`config.mk`:
```
export PLATFORM = sky130hd
export DESIGN_NAME = sbd_uart_regs
export DESIGN_NICKNAME = d
export VERILOG_FILES = /design/src/hdl/sbd_uart_regs.v
export VERILOG_INCLUDE_DIRS = /design/src /design/src/hdl
export SDC_FILE = /design/constraint.sdc
export NUM_CORES = 1
export LEC_CHECK = 0
export BUFFER_PORTS_ARGS = -buffer_cell sky130_fd_sc_hd__buf_4
export CAP_MARGIN = 0
export CORE_UTILIZATION = 50
export CTS_CLUSTER_DIAMETER = 40
export CTS_CLUSTER_SIZE = 10
export DETAILED_ROUTE_END_ITERATION = 10
export PLACE_DENSITY = 0.69
export REMOVE_ABC_BUFFERS = 1
export SYNTH_ARGS = -nofsm -noshare
export SYNTH_HDL_FRONTEND = slang
export SYNTH_SLANG_ARGS = --single-unit
```
`constraint.sdc`:
```
create_clock -name clk_i -period 5.9 [get_ports clk_i]
set_clock_uncertainty 0.05 [all_clocks]
set_input_delay 0.885 -clock clk_i [delete_from_list [all_inputs] [get_ports clk_i]]
set_output_delay 0.885 -clock clk_i [all_outputs]
set_load 0.03 [all_outputs]
```
`src/hdl/sbd_map.vh`:
```
`ifndef SBD_MAP_VH
`define SBD_MAP_VH
// register word indices; the byte address on the bus is index * 4
`define SBD_IDX_STATUS 7'h50
`define SBD_IDX_DATA 7'h51
`define SBD_IDX_BAUD 7'h52
`define SBD_IDX_CTRL1 7'h53
`define SBD_IDX_CTRL2 7'h54
`define SBD_IDX_EXT_RX 7'h55
`define SBD_IDX_HOLE 7'h56
`define SBD_IDX_EXT_TX 7'h57
`define SBD_IDX_IRQ_STAT 7'h58
`define SBD_IDX_IRQ_MASK 7'h59
// baud register fields
`define SBD_COARSE_HI 7
`define SBD_COARSE_LO 6
`define SBD_TXDIV_HI 5
`define SBD_TXDIV_LO 3
`define SBD_RXDIV_HI 2
`define SBD_RXDIV_LO 0
// coarse prescale factors
`define SBD_COARSE_F00 4'd1
`define SBD_COARSE_F01 4'd3
`define SBD_COARSE_F10 4'd4
`define SBD_COARSE_F11 4'd13
// fixed stage ahead of the extended prescaler
`define SBD_EXT_STAGE 5'd16
// status bit positions
`define SBD_ST_TXE 7
`define SBD_ST_TXDONE 6
`define SBD_ST_RXR 5
`define SBD_ST_IDLE 4
`define SBD_ST_OR 3
`define SBD_ST_NOISE 2
`define SBD_ST_FRAME 1
`define SBD_ST_PE 0
// control bit positions
`define SBD_C1_WORD9 4
// reset values
`define SBD_RST_STATUS 8'hc0
`define SBD_RST_ZERO 8'h00
// axi responses
`define SBD_RESP_OKAY 2'b00
`define SBD_RESP_SLVERR 2'b10
`endif

```
`src/hdl/sbd_uart_regs.v`:
```
// Notes on behaviour
// - data write fills tx, read returns rx
// - tx shifter loads from tx holding register
// - finished rx character moves into rx holding
// - coarse code selects factor 1,3,4,13
// - tx rate = bus/(coarse*2^tx field)
// - rx rate = bus/(coarse*2^rx field)
// - nonzero ext rx value: /16 then /N
// - nonzero ext tx value: /16 then /N
// - extended prescalers cleared at reset
// - status access then data write clears tx flags
// - status access then data read clears rx flags
// - frame start, 8 or 9 data, stop
//
// The AXI4-Lite register port was chosen for this implementation.
`timescale 1ns/10ps
`include "sbd_map.vh"
module sbd_uart_regs (
	// clock and reset
	input wire clk_i,
	input wire rstn_i,
	// axi4-lite write address and data
	input wire [8:0] s_axi_awaddr_i,
	input wire s_axi_awvalid_i,
	output reg s_axi_awready_o,
	input wire [31:0] s_axi_wdata_i,
	input wire [3:0] s_axi_wstrb_i,
	input wire s_axi_wvalid_i,
	output reg s_axi_wready_o,
	// axi4-lite write response
	output reg [1:0] s_axi_bresp_o,
	output reg s_axi_bvalid_o,
	input wire s_axi_bready_i,
	// axi4-lite read
	input wire [8:0] s_axi_araddr_i,
	input wire s_axi_arvalid_i,
	output reg s_axi_arready_o,
	output reg [31:0] s_axi_rdata_o,
	output reg [1:0] s_axi_rresp_o,
	output reg s_axi_rvalid_o,
	input wire s_axi_rready_i,
	// shifter side
	// the serial shifters sit outside; only strobes, flags, bytes, the ready level and word9_o cross here
	input wire tx_shift_ready_i,
	input wire tx_frame_done_i,
	input wire rx_char_valid_i,
	input wire [7:0] rx_char_i,
	input wire rx_idle_i,
	input wire rx_noise_i,
	input wire rx_frame_err_i,
	input wire rx_parity_err_i,
	output reg tx_load_o,
	output reg [7:0] tx_shift_data_o,
	output reg word9_o,
	// rate clocks and interrupt
	// every output of this block comes straight from a flop
	output reg tx_rate_tick_o,
	output reg rx_rate_tick_o,
	output reg irq_o
);
	// register file
	// the data address fronts two separate registers: writes land in tx_holding_reg,
	// reads come from rx_holding_reg, so software never reads back what it sent
	reg [7:0] status; // flag bits
	reg [7:0] tx_holding_reg; // written by software
	reg [7:0] rx_holding_reg; // filled by the input shifter
	reg [7:0] baud_sel; // coarse and divisor fields
	reg [7:0] ctrl1; // control one
	reg [7:0] ctrl2; // control two
	reg [7:0] ext_rx_prescale_value; // extended receive divisor
	reg [7:0] ext_tx_prescale_value; // extended transmit divisor
	reg [7:0] irq_stat; // sticky event bits
	reg [7:0] irq_mask; // interrupt enables
	reg tx_armed; // status seen since last data write
	reg rx_armed; // status seen since last data read
	reg tx_pending; // holding register holds an unsent byte
	// bus bookkeeping
	// address and data may arrive in either order; each is parked until both are here
	// the write then commits in the same cycle that raises bvalid
	// only byte lane 0 carries register data; the other lanes are ignored
	reg aw_held;
	reg w_held;
	reg [6:0] aw_idx;
	reg [31:0] w_data;
	reg [3:0] w_strb;
	wire [6:0] ar_idx = s_axi_araddr_i[8:2];
	wire wr_go = aw_held && w_held && !s_axi_bvalid_o;
	wire rd_go = s_axi_arvalid_i && s_axi_arready_o;
	wire wr_lane0 = wr_go && w_strb[0];
	wire wr_data = wr_lane0 && (aw_idx == `SBD_IDX_DATA);
	wire rd_data = rd_go && (ar_idx == `SBD_IDX_DATA);
	wire rd_status = rd_go && (ar_idx == `SBD_IDX_STATUS);
	// coarse factor decode
	// the coarse stage picks one of four fixed factors shared by both directions
	// code 11 gives the odd factor 13, so rates need not be powers of two
	reg [3:0] coarse_prescale_factor;
	always @* begin
		case (baud_sel[`SBD_COARSE_HI:`SBD_COARSE_LO])
			2'b00: coarse_prescale_factor = `SBD_COARSE_F00;
			2'b01: coarse_prescale_factor = `SBD_COARSE_F01;
			2'b10: coarse_prescale_factor = `SBD_COARSE_F10;
			default: coarse_prescale_factor = `SBD_COARSE_F11;
		endcase
	end
	// full period in bus clocks; ext stage replaces the binary divisor
	// both paths end in one count: coarse times either 2^field or 16 times the
	// extended value; the widest is 13 * 16 * 255 = 53040 clocks, so 16 bits suffice
	// a nonzero extended value overrides the binary field; the field is kept, so
	// clearing the extended value brings the earlier rate back
	wire [2:0] tx_divisor_sel = baud_sel[`SBD_TXDIV_HI:`SBD_TXDIV_LO];
	wire [2:0] rx_divisor_sel = baud_sel[`SBD_RXDIV_HI:`SBD_RXDIV_LO];
	wire [11:0] tx_divide_factor = 12'd1 << tx_divisor_sel;
	wire [11:0] rx_divide_factor = 12'd1 << rx_divisor_sel;
	wire [11:0] ext_tx_div = {4'h0, ext_tx_prescale_value} * {7'h00, `SBD_EXT_STAGE};
	wire [11:0] ext_rx_div = {4'h0, ext_rx_prescale_value} * {7'h00, `SBD_EXT_STAGE};
	wire [11:0] tx_mid = (ext_tx_prescale_value != 8'h00) ? ext_tx_div : tx_divide_factor;
	wire [11:0] rx_mid = (ext_rx_prescale_value != 8'h00) ? ext_rx_div : rx_divide_factor;
	wire [15:0] tx_period = tx_mid * {12'h000, coarse_prescale_factor};
	wire [15:0] rx_period = rx_mid * {12'h000, coarse_prescale_factor};
	reg [15:0] tx_cnt;
	reg [15:0] rx_cnt;
	reg [15:0] tx_limit; // latched only at period end
	reg [15:0] rx_limit;
	// rate counters: limits reload at wrap so a rewrite never cuts a period short
	// a tick is one clock wide and marks the start of each rate period
	// a setting written mid-period takes effect after the running period ends,
	// so every period runs in full at one of the two settings and no tick is doubled
	// after reset the limit is one, so the first tick comes on the first clock
	always @(posedge clk_i or negedge rstn_i) begin
		if (!rstn_i) begin
			tx_cnt <= 16'h0000;
			rx_cnt <= 16'h0000;
			tx_limit <= 16'h0001;
			rx_limit <= 16'h0001;
			tx_rate_tick_o <= 1'b0;
			rx_rate_tick_o <= 1'b0;
		end else begin
			if (tx_cnt >= tx_limit - 16'h0001) begin
				tx_cnt <= 16'h0000;
				tx_limit <= tx_period;
				tx_rate_tick_o <= 1'b1;
			end else begin
				tx_cnt <= tx_cnt + 16'h0001;
				tx_rate_tick_o <= 1'b0;
			end
			if (rx_cnt >= rx_limit - 16'h0001) begin
				rx_cnt <= 16'h0000;
				rx_limit <= rx_period;
				rx_rate_tick_o <= 1'b1;
			end else begin
				rx_cnt <= rx_cnt + 16'h0001;
				rx_rate_tick_o <= 1'b0;
			end
		end
	end
	// write channel capture, either order
	// awready and wready drop once their item is parked and rise again only when
	// the response is taken, so at most one write is ever in flight
	// status, the hole and unmapped indices answer with an error and change nothing
	always @(posedge clk_i or negedge rstn_i) begin
		if (!rstn_i) begin
			aw_held <= 1'b0;
			w_held <= 1'b0;
			aw_idx <= 7'h00;
			w_data <= 32'h00000000;
			w_strb <= 4'h0;
			s_axi_awready_o <= 1'b1;
			s_axi_wready_o <= 1'b1;
			s_axi_bvalid_o <= 1'b0;
			s_axi_bresp_o <= `SBD_RESP_OKAY;
		end else begin
			if (s_axi_awvalid_i && s_axi_awready_o) begin
				aw_held <= 1'b1;
				aw_idx <= s_axi_awaddr_i[8:2];
				s_axi_awready_o <= 1'b0;
			end
			if (s_axi_wvalid_i && s_axi_wready_o) begin
				w_held <= 1'b1;
				w_data <= s_axi_wdata_i;
				w_strb <= s_axi_wstrb_i;
				s_axi_wready_o <= 1'b0;
			end
			if (wr_go) begin
				aw_held <= 1'b0;
				w_held <= 1'b0;
				s_axi_bvalid_o <= 1'b1;
				// writable map; status, hole and unmapped give an error
				if (aw_idx == `SBD_IDX_DATA || aw_idx == `SBD_IDX_BAUD ||
					aw_idx == `SBD_IDX_CTRL1 || aw_idx == `SBD_IDX_CTRL2 ||
					aw_idx == `SBD_IDX_EXT_RX || aw_idx == `SBD_IDX_EXT_TX ||
					aw_idx == `SBD_IDX_IRQ_STAT || aw_idx == `SBD_IDX_IRQ_MASK) begin
					s_axi_bresp_o <= `SBD_RESP_OKAY;
				end else begin
					s_axi_bresp_o <= `SBD_RESP_SLVERR;
				end
			end else if (s_axi_bvalid_o && s_axi_bready_i) begin
				s_axi_bvalid_o <= 1'b0;
				s_axi_awready_o <= 1'b1;
				s_axi_wready_o <= 1'b1;
			end
		end
	end
	// register writes
	// registers change in the same cycle that the response is raised
	// status and irq_stat are kept by the flag process below
	always @(posedge clk_i or negedge rstn_i) begin
		if (!rstn_i) begin
			tx_holding_reg <= `SBD_RST_ZERO;
			baud_sel <= `SBD_RST_ZERO;
			ctrl1 <= `SBD_RST_ZERO;
			ctrl2 <= `SBD_RST_ZERO;
			ext_rx_prescale_value <= `SBD_RST_ZERO;
			ext_tx_prescale_value <= `SBD_RST_ZERO;
			irq_mask <= `SBD_RST_ZERO;
		end else if (wr_lane0) begin
			if (aw_idx == `SBD_IDX_DATA) begin
				tx_holding_reg <= w_data[7:0];
			end else if (aw_idx == `SBD_IDX_BAUD) begin
				baud_sel <= w_data[7:0];
			end else if (aw_idx == `SBD_IDX_CTRL1) begin
				ctrl1 <= w_data[7:0];
			end else if (aw_idx == `SBD_IDX_CTRL2) begin
				ctrl2 <= w_data[7:0];
			end else if (aw_idx == `SBD_IDX_EXT_RX) begin
				ext_rx_prescale_value <= w_data[7:0];
			end else if (aw_idx == `SBD_IDX_EXT_TX) begin
				ext_tx_prescale_value <= w_data[7:0];
			end else if (aw_idx == `SBD_IDX_IRQ_MASK) begin
				irq_mask <= w_data[7:0];
			end
		end
	end
	// event pulses, laid out like status
	// each bit is a one-cycle set request for the matching status flag
	// overrun is judged against the flag as it stands, so a character that arrives
	// before software has read the previous one is flagged and dropped
	wire [7:0] ev_set;
	assign ev_set[`SBD_ST_TXE] = tx_load_o;
	assign ev_set[`SBD_ST_TXDONE] = tx_frame_done_i;
	assign ev_set[`SBD_ST_RXR] = rx_char_valid_i;
	assign ev_set[`SBD_ST_IDLE] = rx_idle_i;
	assign ev_set[`SBD_ST_OR] = rx_char_valid_i && status[`SBD_ST_RXR];
	assign ev_set[`SBD_ST_NOISE] = rx_char_valid_i && rx_noise_i;
	assign ev_set[`SBD_ST_FRAME] = rx_char_valid_i && rx_frame_err_i && !status[`SBD_ST_RXR];
	assign ev_set[`SBD_ST_PE] = rx_char_valid_i && rx_parity_err_i;
	wire tx_clr = wr_data && tx_armed;
	wire rx_clr = rd_data && rx_armed;
	// tx flags are bits 7:6; every other flag belongs to the receiver
	wire [7:0] clr_mask = {tx_clr, tx_clr, rx_clr, rx_clr, rx_clr, rx_clr, rx_clr, rx_clr};
	// flags, holding registers and shifter handshake; set wins over clear
	// a status read arms the clear sequence; the next data write clears the
	// transmit flags and the next data read clears the receive flags
	// a hardware set in the very cycle of a clear wins, so no event is lost
	// irq_o lags the sticky bit by one clock because it is registered
	always @(posedge clk_i or negedge rstn_i) begin
		if (!rstn_i) begin
			status <= `SBD_RST_STATUS;
			rx_holding_reg <= `SBD_RST_ZERO;
			irq_stat <= `SBD_RST_ZERO;
			tx_armed <= 1'b0;
			rx_armed <= 1'b0;
			tx_pending <= 1'b0;
			tx_load_o <= 1'b0;
			tx_shift_data_o <= `SBD_RST_ZERO;
			word9_o <= 1'b0;
			irq_o <= 1'b0;
		end else begin
			status <= (status & ~clr_mask) | ev_set;
			// overrun keeps the old character
			if (rx_char_valid_i && !status[`SBD_ST_RXR]) begin
				rx_holding_reg <= rx_char_i;
			end
			if (rd_status) begin
				tx_armed <= 1'b1;
				rx_armed <= 1'b1;
			end else begin
				if (wr_data) tx_armed <= 1'b0;
				if (rd_data) rx_armed <= 1'b0;
			end
			// a byte only leaves once software has refilled the holding register
			// tx_load_o is kept low for a cycle after each load, so the shifter
			// sees a single pulse even when its ready input lags by a clock
			tx_load_o <= 1'b0;
			if (wr_data) begin
				tx_pending <= 1'b1;
			end else if (tx_pending && tx_shift_ready_i && !tx_load_o) begin
				tx_pending <= 1'b0;
				tx_load_o <= 1'b1;
				tx_shift_data_o <= tx_holding_reg;
			end
			// word length passes through a flop; software must not change it mid-frame
			word9_o <= ctrl1[`SBD_C1_WORD9];
			// write one to clear; an event in the same cycle keeps its bit
			if (wr_lane0 && aw_idx == `SBD_IDX_IRQ_STAT) begin
				irq_stat <= (irq_stat & ~w_data[7:0]) | ev_set;
			end else begin
				irq_stat <= irq_stat | ev_set;
			end
			irq_o <= |(irq_stat & irq_mask);
		end
	end
	// read channel: one-cycle answer
	// arready drops while the answer waits, so one read is in flight at a time
	// unmapped indices read zero with an error; the hole reads zero with okay
	// a data read is what the receive clear sequence counts as its second step
	always @(posedge clk_i or negedge rstn_i) begin
		if (!rstn_i) begin
			s_axi_arready_o <= 1'b1;
			s_axi_rvalid_o <= 1'b0;
			s_axi_rdata_o <= 32'h00000000;
			s_axi_rresp_o <= `SBD_RESP_OKAY;
		end else if (rd_go) begin
			s_axi_arready_o <= 1'b0;
			s_axi_rvalid_o <= 1'b1;
			s_axi_rresp_o <= `SBD_RESP_OKAY;
			if (ar_idx == `SBD_IDX_STATUS) begin
				s_axi_rdata_o <= {24'h000000, status};
			end else if (ar_idx == `SBD_IDX_DATA) begin
				s_axi_rdata_o <= {24'h000000, rx_holding_reg};
			end else if (ar_idx == `SBD_IDX_BAUD) begin
				s_axi_rdata_o <= {24'h000000, baud_sel};
			end else if (ar_idx == `SBD_IDX_CTRL1) begin
				s_axi_rdata_o <= {24'h000000, ctrl1};
			end else if (ar_idx == `SBD_IDX_CTRL2) begin
				s_axi_rdata_o <= {24'h000000, ctrl2};
			end else if (ar_idx == `SBD_IDX_EXT_RX) begin
				s_axi_rdata_o <= {24'h000000, ext_rx_prescale_value};
			end else if (ar_idx == `SBD_IDX_HOLE) begin
				s_axi_rdata_o <= 32'h00000000;
			end else if (ar_idx == `SBD_IDX_EXT_TX) begin
				s_axi_rdata_o <= {24'h000000, ext_tx_prescale_value};
			end else if (ar_idx == `SBD_IDX_IRQ_STAT) begin
				s_axi_rdata_o <= {24'h000000, irq_stat};
			end else if (ar_idx == `SBD_IDX_IRQ_MASK) begin
				s_axi_rdata_o <= {24'h000000, irq_mask};
			end else begin
				s_axi_rdata_o <= 32'h00000000;
				s_axi_rresp_o <= `SBD_RESP_SLVERR;
			end
		end else if (s_axi_rvalid_o && s_axi_rready_i) begin
			s_axi_rvalid_o <= 1'b0;
			s_axi_arready_o <= 1'b1;
		end
	end
endmodule

```
After elaboration in Yosys (flattened, before gate mapping)
Cells that the tools add are included.
{"block": "word_totals", "reg_bits": 219, "in_bits": 76, "output_inout_bits": 54}
{"block": "op_classes", "add_sub_neg": 4, "multipliers": 2, "order_cmp": 2, "eq_ne": 20, "shifts": 2, "n_mux": 53, "bitwise": 15, "reduce_logical": 51}
{"operator": "$eq 7x7->1 const B", "n": 18}
{"operator": "$mux 8", "n": 11}
{"operator": "$add 16x1->16 const B", "n": 2}
{"operator": "$ge 16x16->1", "n": 2}
{"operator": "$mul 12x4->16", "n": 2}
{"operator": "$mux 16", "n": 2}
{"operator": "$sub 16x1->16 const B", "n": 2}
{"operator": "$mux 1", "n": 26}
{"operator": "$and 8x8->8", "n": 3}
{"operator": "$mux 12", "n": 2}
{"operator": "$or 8x8->8", "n": 3}
{"operator": "$shl 1x3->12 const A", "n": 2}
{"operator": "$logic_and 1x1->1", "n": 22}
{"operator": "$mux 2", "n": 11}
{"operator": "$not 8->8", "n": 2}
{"operator": "$reduce_bool 8->1", "n": 2}
{"operator": "$reduce_bool 2->1", "n": 7}
{"operator": "$pmux 4 s3", "n": 1}
{"operator": "$reduce_and 8->1", "n": 1}
{"operator": "$reduce_or 8->1", "n": 1}
{"operator": "$logic_or 1x1->1", "n": 7}
{"operator": "$not 1->1", "n": 7}
{"operator": "$reduce_and 7->1", "n": 1}
{"operator": "$reduce_and 6->1", "n": 1}
{"operator": "other kinds (8)", "n": 11}

Longest topological paths before layout
{"block": "depth", "ltp_word": 11, "depth_mapped": 16, "ltp_nobuf": 16}

Worst setup path after synthesis
No wires, ideal clock.
{"block": "synth_path", "path_kind": "register to register", "from": "register ext_rx_prescale_value[4]", "to": "register rx_limit[13]", "arrival_time_ns": 4.178, "required_ns": 5.725, "slack_ns": 1.547, "path_stages_with_launch": 15, "path_buffers": 0, "synth_period_minus_slack_ns": 4.353, "cell_sequence": "dfrtp_1 -> nor4_1 -> nand2_1 -> or4_1 -> or2_2 -> fa_1 -> fa_1 -> inv_1 -> ha_1 -> a21o_1 -> a221oi_1 -> nand3_1 -> a31oi_1 -> xnor2_1 -> mux2_4"}
{"block": "synth_between", "elab_chain_cells": 3}
{"item": "start, declared", "line": "sbd_uart_regs.v:70", "source": "reg [7:0] ext_rx_prescale_value;"}
{"item": "start signal, assigned", "line": "sbd_uart_regs.v:212", "source": "ext_rx_prescale_value <= `SBD_RST_ZERO;"}
{"item": "start signal, assigned", "line": "sbd_uart_regs.v:225", "source": "ext_rx_prescale_value <= w_data[7:0];"}
{"item": "$reduce_bool 8->1", "line": "sbd_uart_regs.v:117", "source": "wire [11:0] rx_mid = (ext_rx_prescale_value != 8'h00) ? ext_rx_div : rx_divide_factor;"}
{"item": "$mux 12 (*)", "line": "sbd_uart_regs.v:117"}
{"item": "$mul 12x4->16 (*)", "line": "sbd_uart_regs.v:119", "source": "wire [15:0] rx_period = rx_mid * {12'h000, coarse_prescale_factor};"}
{"item": "end signal, assigned", "line": "sbd_uart_regs.v:148", "source": "rx_limit <= rx_period;"}
{"item": "end, declared", "line": "sbd_uart_regs.v:123", "source": "reg [15:0] rx_limit;"}
Every way passes the cells marked *; elsewhere a longest branch is shown, timed or not.
A chain may end at the register's enable or synchronous reset.

Worst setup path in the final report
Ends and elaborated chain as after synthesis.

==> results.yml <==
run_status:
  status: "finished clean"
synth:
  synth_area_leader_cell: "dfrtp_1"
  yosysTopAreaCellShare_pct: 36.32
  synth_cells: 1312
  yosys.cell_types.count: 55
  synth_area_leaders: "dfrtp_1 (36%), ha_1 (7.4%), mux2_2 (7.2%)"
  synth_edf_count: 0
  syn_area_per_cell_um2: 9.768
  syn_area_mm2: 0.01282
  ys.flop_type: "dfrtp_1"
  seq_area_frac_synth_pct: 37.75
  ys_warn_count: 0
  async_reset_ff_share_pct: 100.0
  ys_ff_latch: 193
layout:
  regArea_mm2: 0.004838
  fin_cells: 1710
  fillers: 2200
  drive_above_1_share_pct: 16.74
  n_antenna_cell: 0
  areaGrowthSynthToFinish_pct: 10.20
  multi_input_area_mm2: 0.007291
  nets: 1559
global_routing:
  grt.busiest_layer: "met2"
  grt_use_met1_pct: 25.46
  overflow: 0
  grt_max_degree: 97
  grt_pass1_wl_mm: 43.42
  grt_util_met2_pct: 35.99
  antenna_found_initial: 0
  grt_pass1_vias: 9065
  use_met3_pct: 3.115
  grt.total_usage_pct: 20.57
floorplanning:
  die_w_um: 162.1
  die-area_mm2: 0.02628
  initial_utilization_pct: 50.89
  row_count: 58
  die_y_um: 162.1
  ioPinCount: 130
  core_area_mm2: 0.02518
timing:
  max_freq_mhz: 207.1
  rsz0062_at_grt: "false"
  setup_violations: 0
  finalMaxSlewViolations: 0
  final_hold_viol_count: 0
  fin_crit_ns: 4.829
  tightest_slew_ns: 1.093
  slew_headroom_pct: 26.58
  timing.final.crit_share_pct: 81.85
  tns_ns: 0
route:
  antenna_left: 0
  wire_per_inst_um: 15.02
  num_vias: 9198
  drt_wl_total_mm: 25.68
  remaining_drc_errors: 0
  drt-pass1-iter-count: 5
  drt_iter0_markers: 342
  vias_per_cell: 5.379
placement:
  dp.cells: 1678
  port_buffers: 72
  hpwl_mm: 19.20
  gp_congestion: 0.9006
cts:
  clock_path_buffers: 2
  root_buffer: "clkbuf_16"
  insertion_delay_ns: 0.44
  postCtsSetupBuffers: 0
  cts_resized: 0
  clk_pin_slew_ns: 0.08
  cts-buffers-inserted: 17
  cts_tree: "built"
  cts-hold-fix-buffers: 0
  clock_sinks: 193
  htreeDepth: 4
setup_path:
  critical_path_class: "reg2reg"
  crit_path_end_kind: "flop"
  arrival_ns: 5.11
  cp_cell_sequence: "nor4_1 -> nand2_1 -> nor3_1 -> and2_1 -> nand3_1 -> fa_1 -> fa_1 -> inv_1 -> ha_1 -> a21o_1 -> a221oi_1 -> nand3_1 -> a31oi_1 -> xnor2_1 -> mux2_4"
  cp_top_family: "simple AND/OR/NAND/NOR gates"
  r2r_slack_ns: 1.07
  cp_max_fo: 7
  worstSetupStartpointType: "flop"
  cp.required_ns: 6.18
  crit_buf_inv: 1
  critPathSlowestCell: "fa_1"
  max_stage_delay_ns: 0.60
power_and_ir_drop:
  total_power_mw: 3.587
  p_per_area_mw_per_mm2: 254.0
  irDropWorstVdd_mv: 0.1845
  leakage_nw: 7.248
flow_run:
  cap_violations: 0
min_path:
  hold_path.class: "reg2reg"
## cell type report
class / instances / share of cell area, %
tap: 330 / 2.923
timing repair buffer: 79 / 4.243
inverter: 97 / 2.578
clock buffer: 17 / 3.012
clock inverter: 15 / 1.364
sequential: 193 / 34.26
multi-input combinational: 979 / 51.62
## cell families after synthesis
logic type	synth area share (%)
multiplexers	11.19
flip-flops	37.75
adder cells (fa/ha/maj)	13.67
buffers and inverters	6.092
other	0.02926
AND/OR/NAND/NOR	16.75
XOR/XNOR	5.262
AO/OA/AOI/OAI	9.255
## layer usage
layer  part of all wire [%]  vias to the layer above  wire length, um
li1                       -                     4561                -
met1                     45                     4440            11470
met2                     49                      157            12650
met3                    3.2                       40              825
met4                    2.9                        0              733
met5                      0                        -                0
## path summary, 6_finish.rpt
kind                       cells past startpoint                                 start                       end
max                                           15  ext_rx_prescale_value[4]$_DFFE_PN0P_  rx_limit[13]$_DFFE_PN0N_
min                                            0                  ctrl1[4]$_DFFE_PN0P_         word9_o$_DFF_PN0_
max reg2reg                                   15  ext_rx_prescale_value[4]$_DFFE_PN0P_  rx_limit[13]$_DFFE_PN0N_
min reg2reg                                    0                  ctrl1[4]$_DFFE_PN0P_         word9_o$_DFF_PN0_
max in group asynchronous                      2                                rstn_i      ctrl2[6]$_DFFE_PN0P_
min in group asynchronous                      1                                rstn_i  rx_rate_tick_o$_DFF_PN0_
## report_power, final
| group | leakage, nW | internal [mW] | switching [mW] |
|---|---|---|---|
| registers | 2.49 | 1.49 | 0.220 |
| clock network | 0.300 | 0.583 | 0.612 |
| logic | 4.46 | 0.290 | 0.396 |
## cell usage in the layout, fill, tap and decap left out, types with 13 or more instances in the layout
master and instances:
inv_1 96, conb_1 26, mux2i_1 24, nor2_1 143, nor4_1 15, o21ai_0 31
and2_1 22, a21o_1 29, xnor2_1 49, a21oi_1 47, nand3_1 30, nor3_1 23
mux2_2 82, clkbuf_16 17, fa_1 40, mux2_4 18, dfrtp_1 186, nand2_1 124
a31oi_1 13, nor2b_1 15, xor2_1 28, ha_1 76, and3_1 28, buf_4 78
## synth_stat cells (29+ instances only)
cell type and instances:
a21o_1 29, nor2_1 143, ha_1 76, a21oi_1 47, o21ai_0 31, xnor2_1 49, dfrtp_1 186, inv_1 96
nand3_1 30, fa_1 40, nand2_1 124, mux2_2 82
## stage by stage
step                setup WS (ns)  hold WS (ns)  area, um^2  util, %
global route               0.6352        0.4045       14120    56.09
finish                      1.071        0.3882       14120    56.09
floorplan                   1.546        0.3381       12490        -
global placement            1.089        0.3782       13510    53.63
detailed placement          1.036        0.3718       13510    53.63
CTS                         1.029        0.3900       14120    56.09
Power figures use the tool's default switching activity.
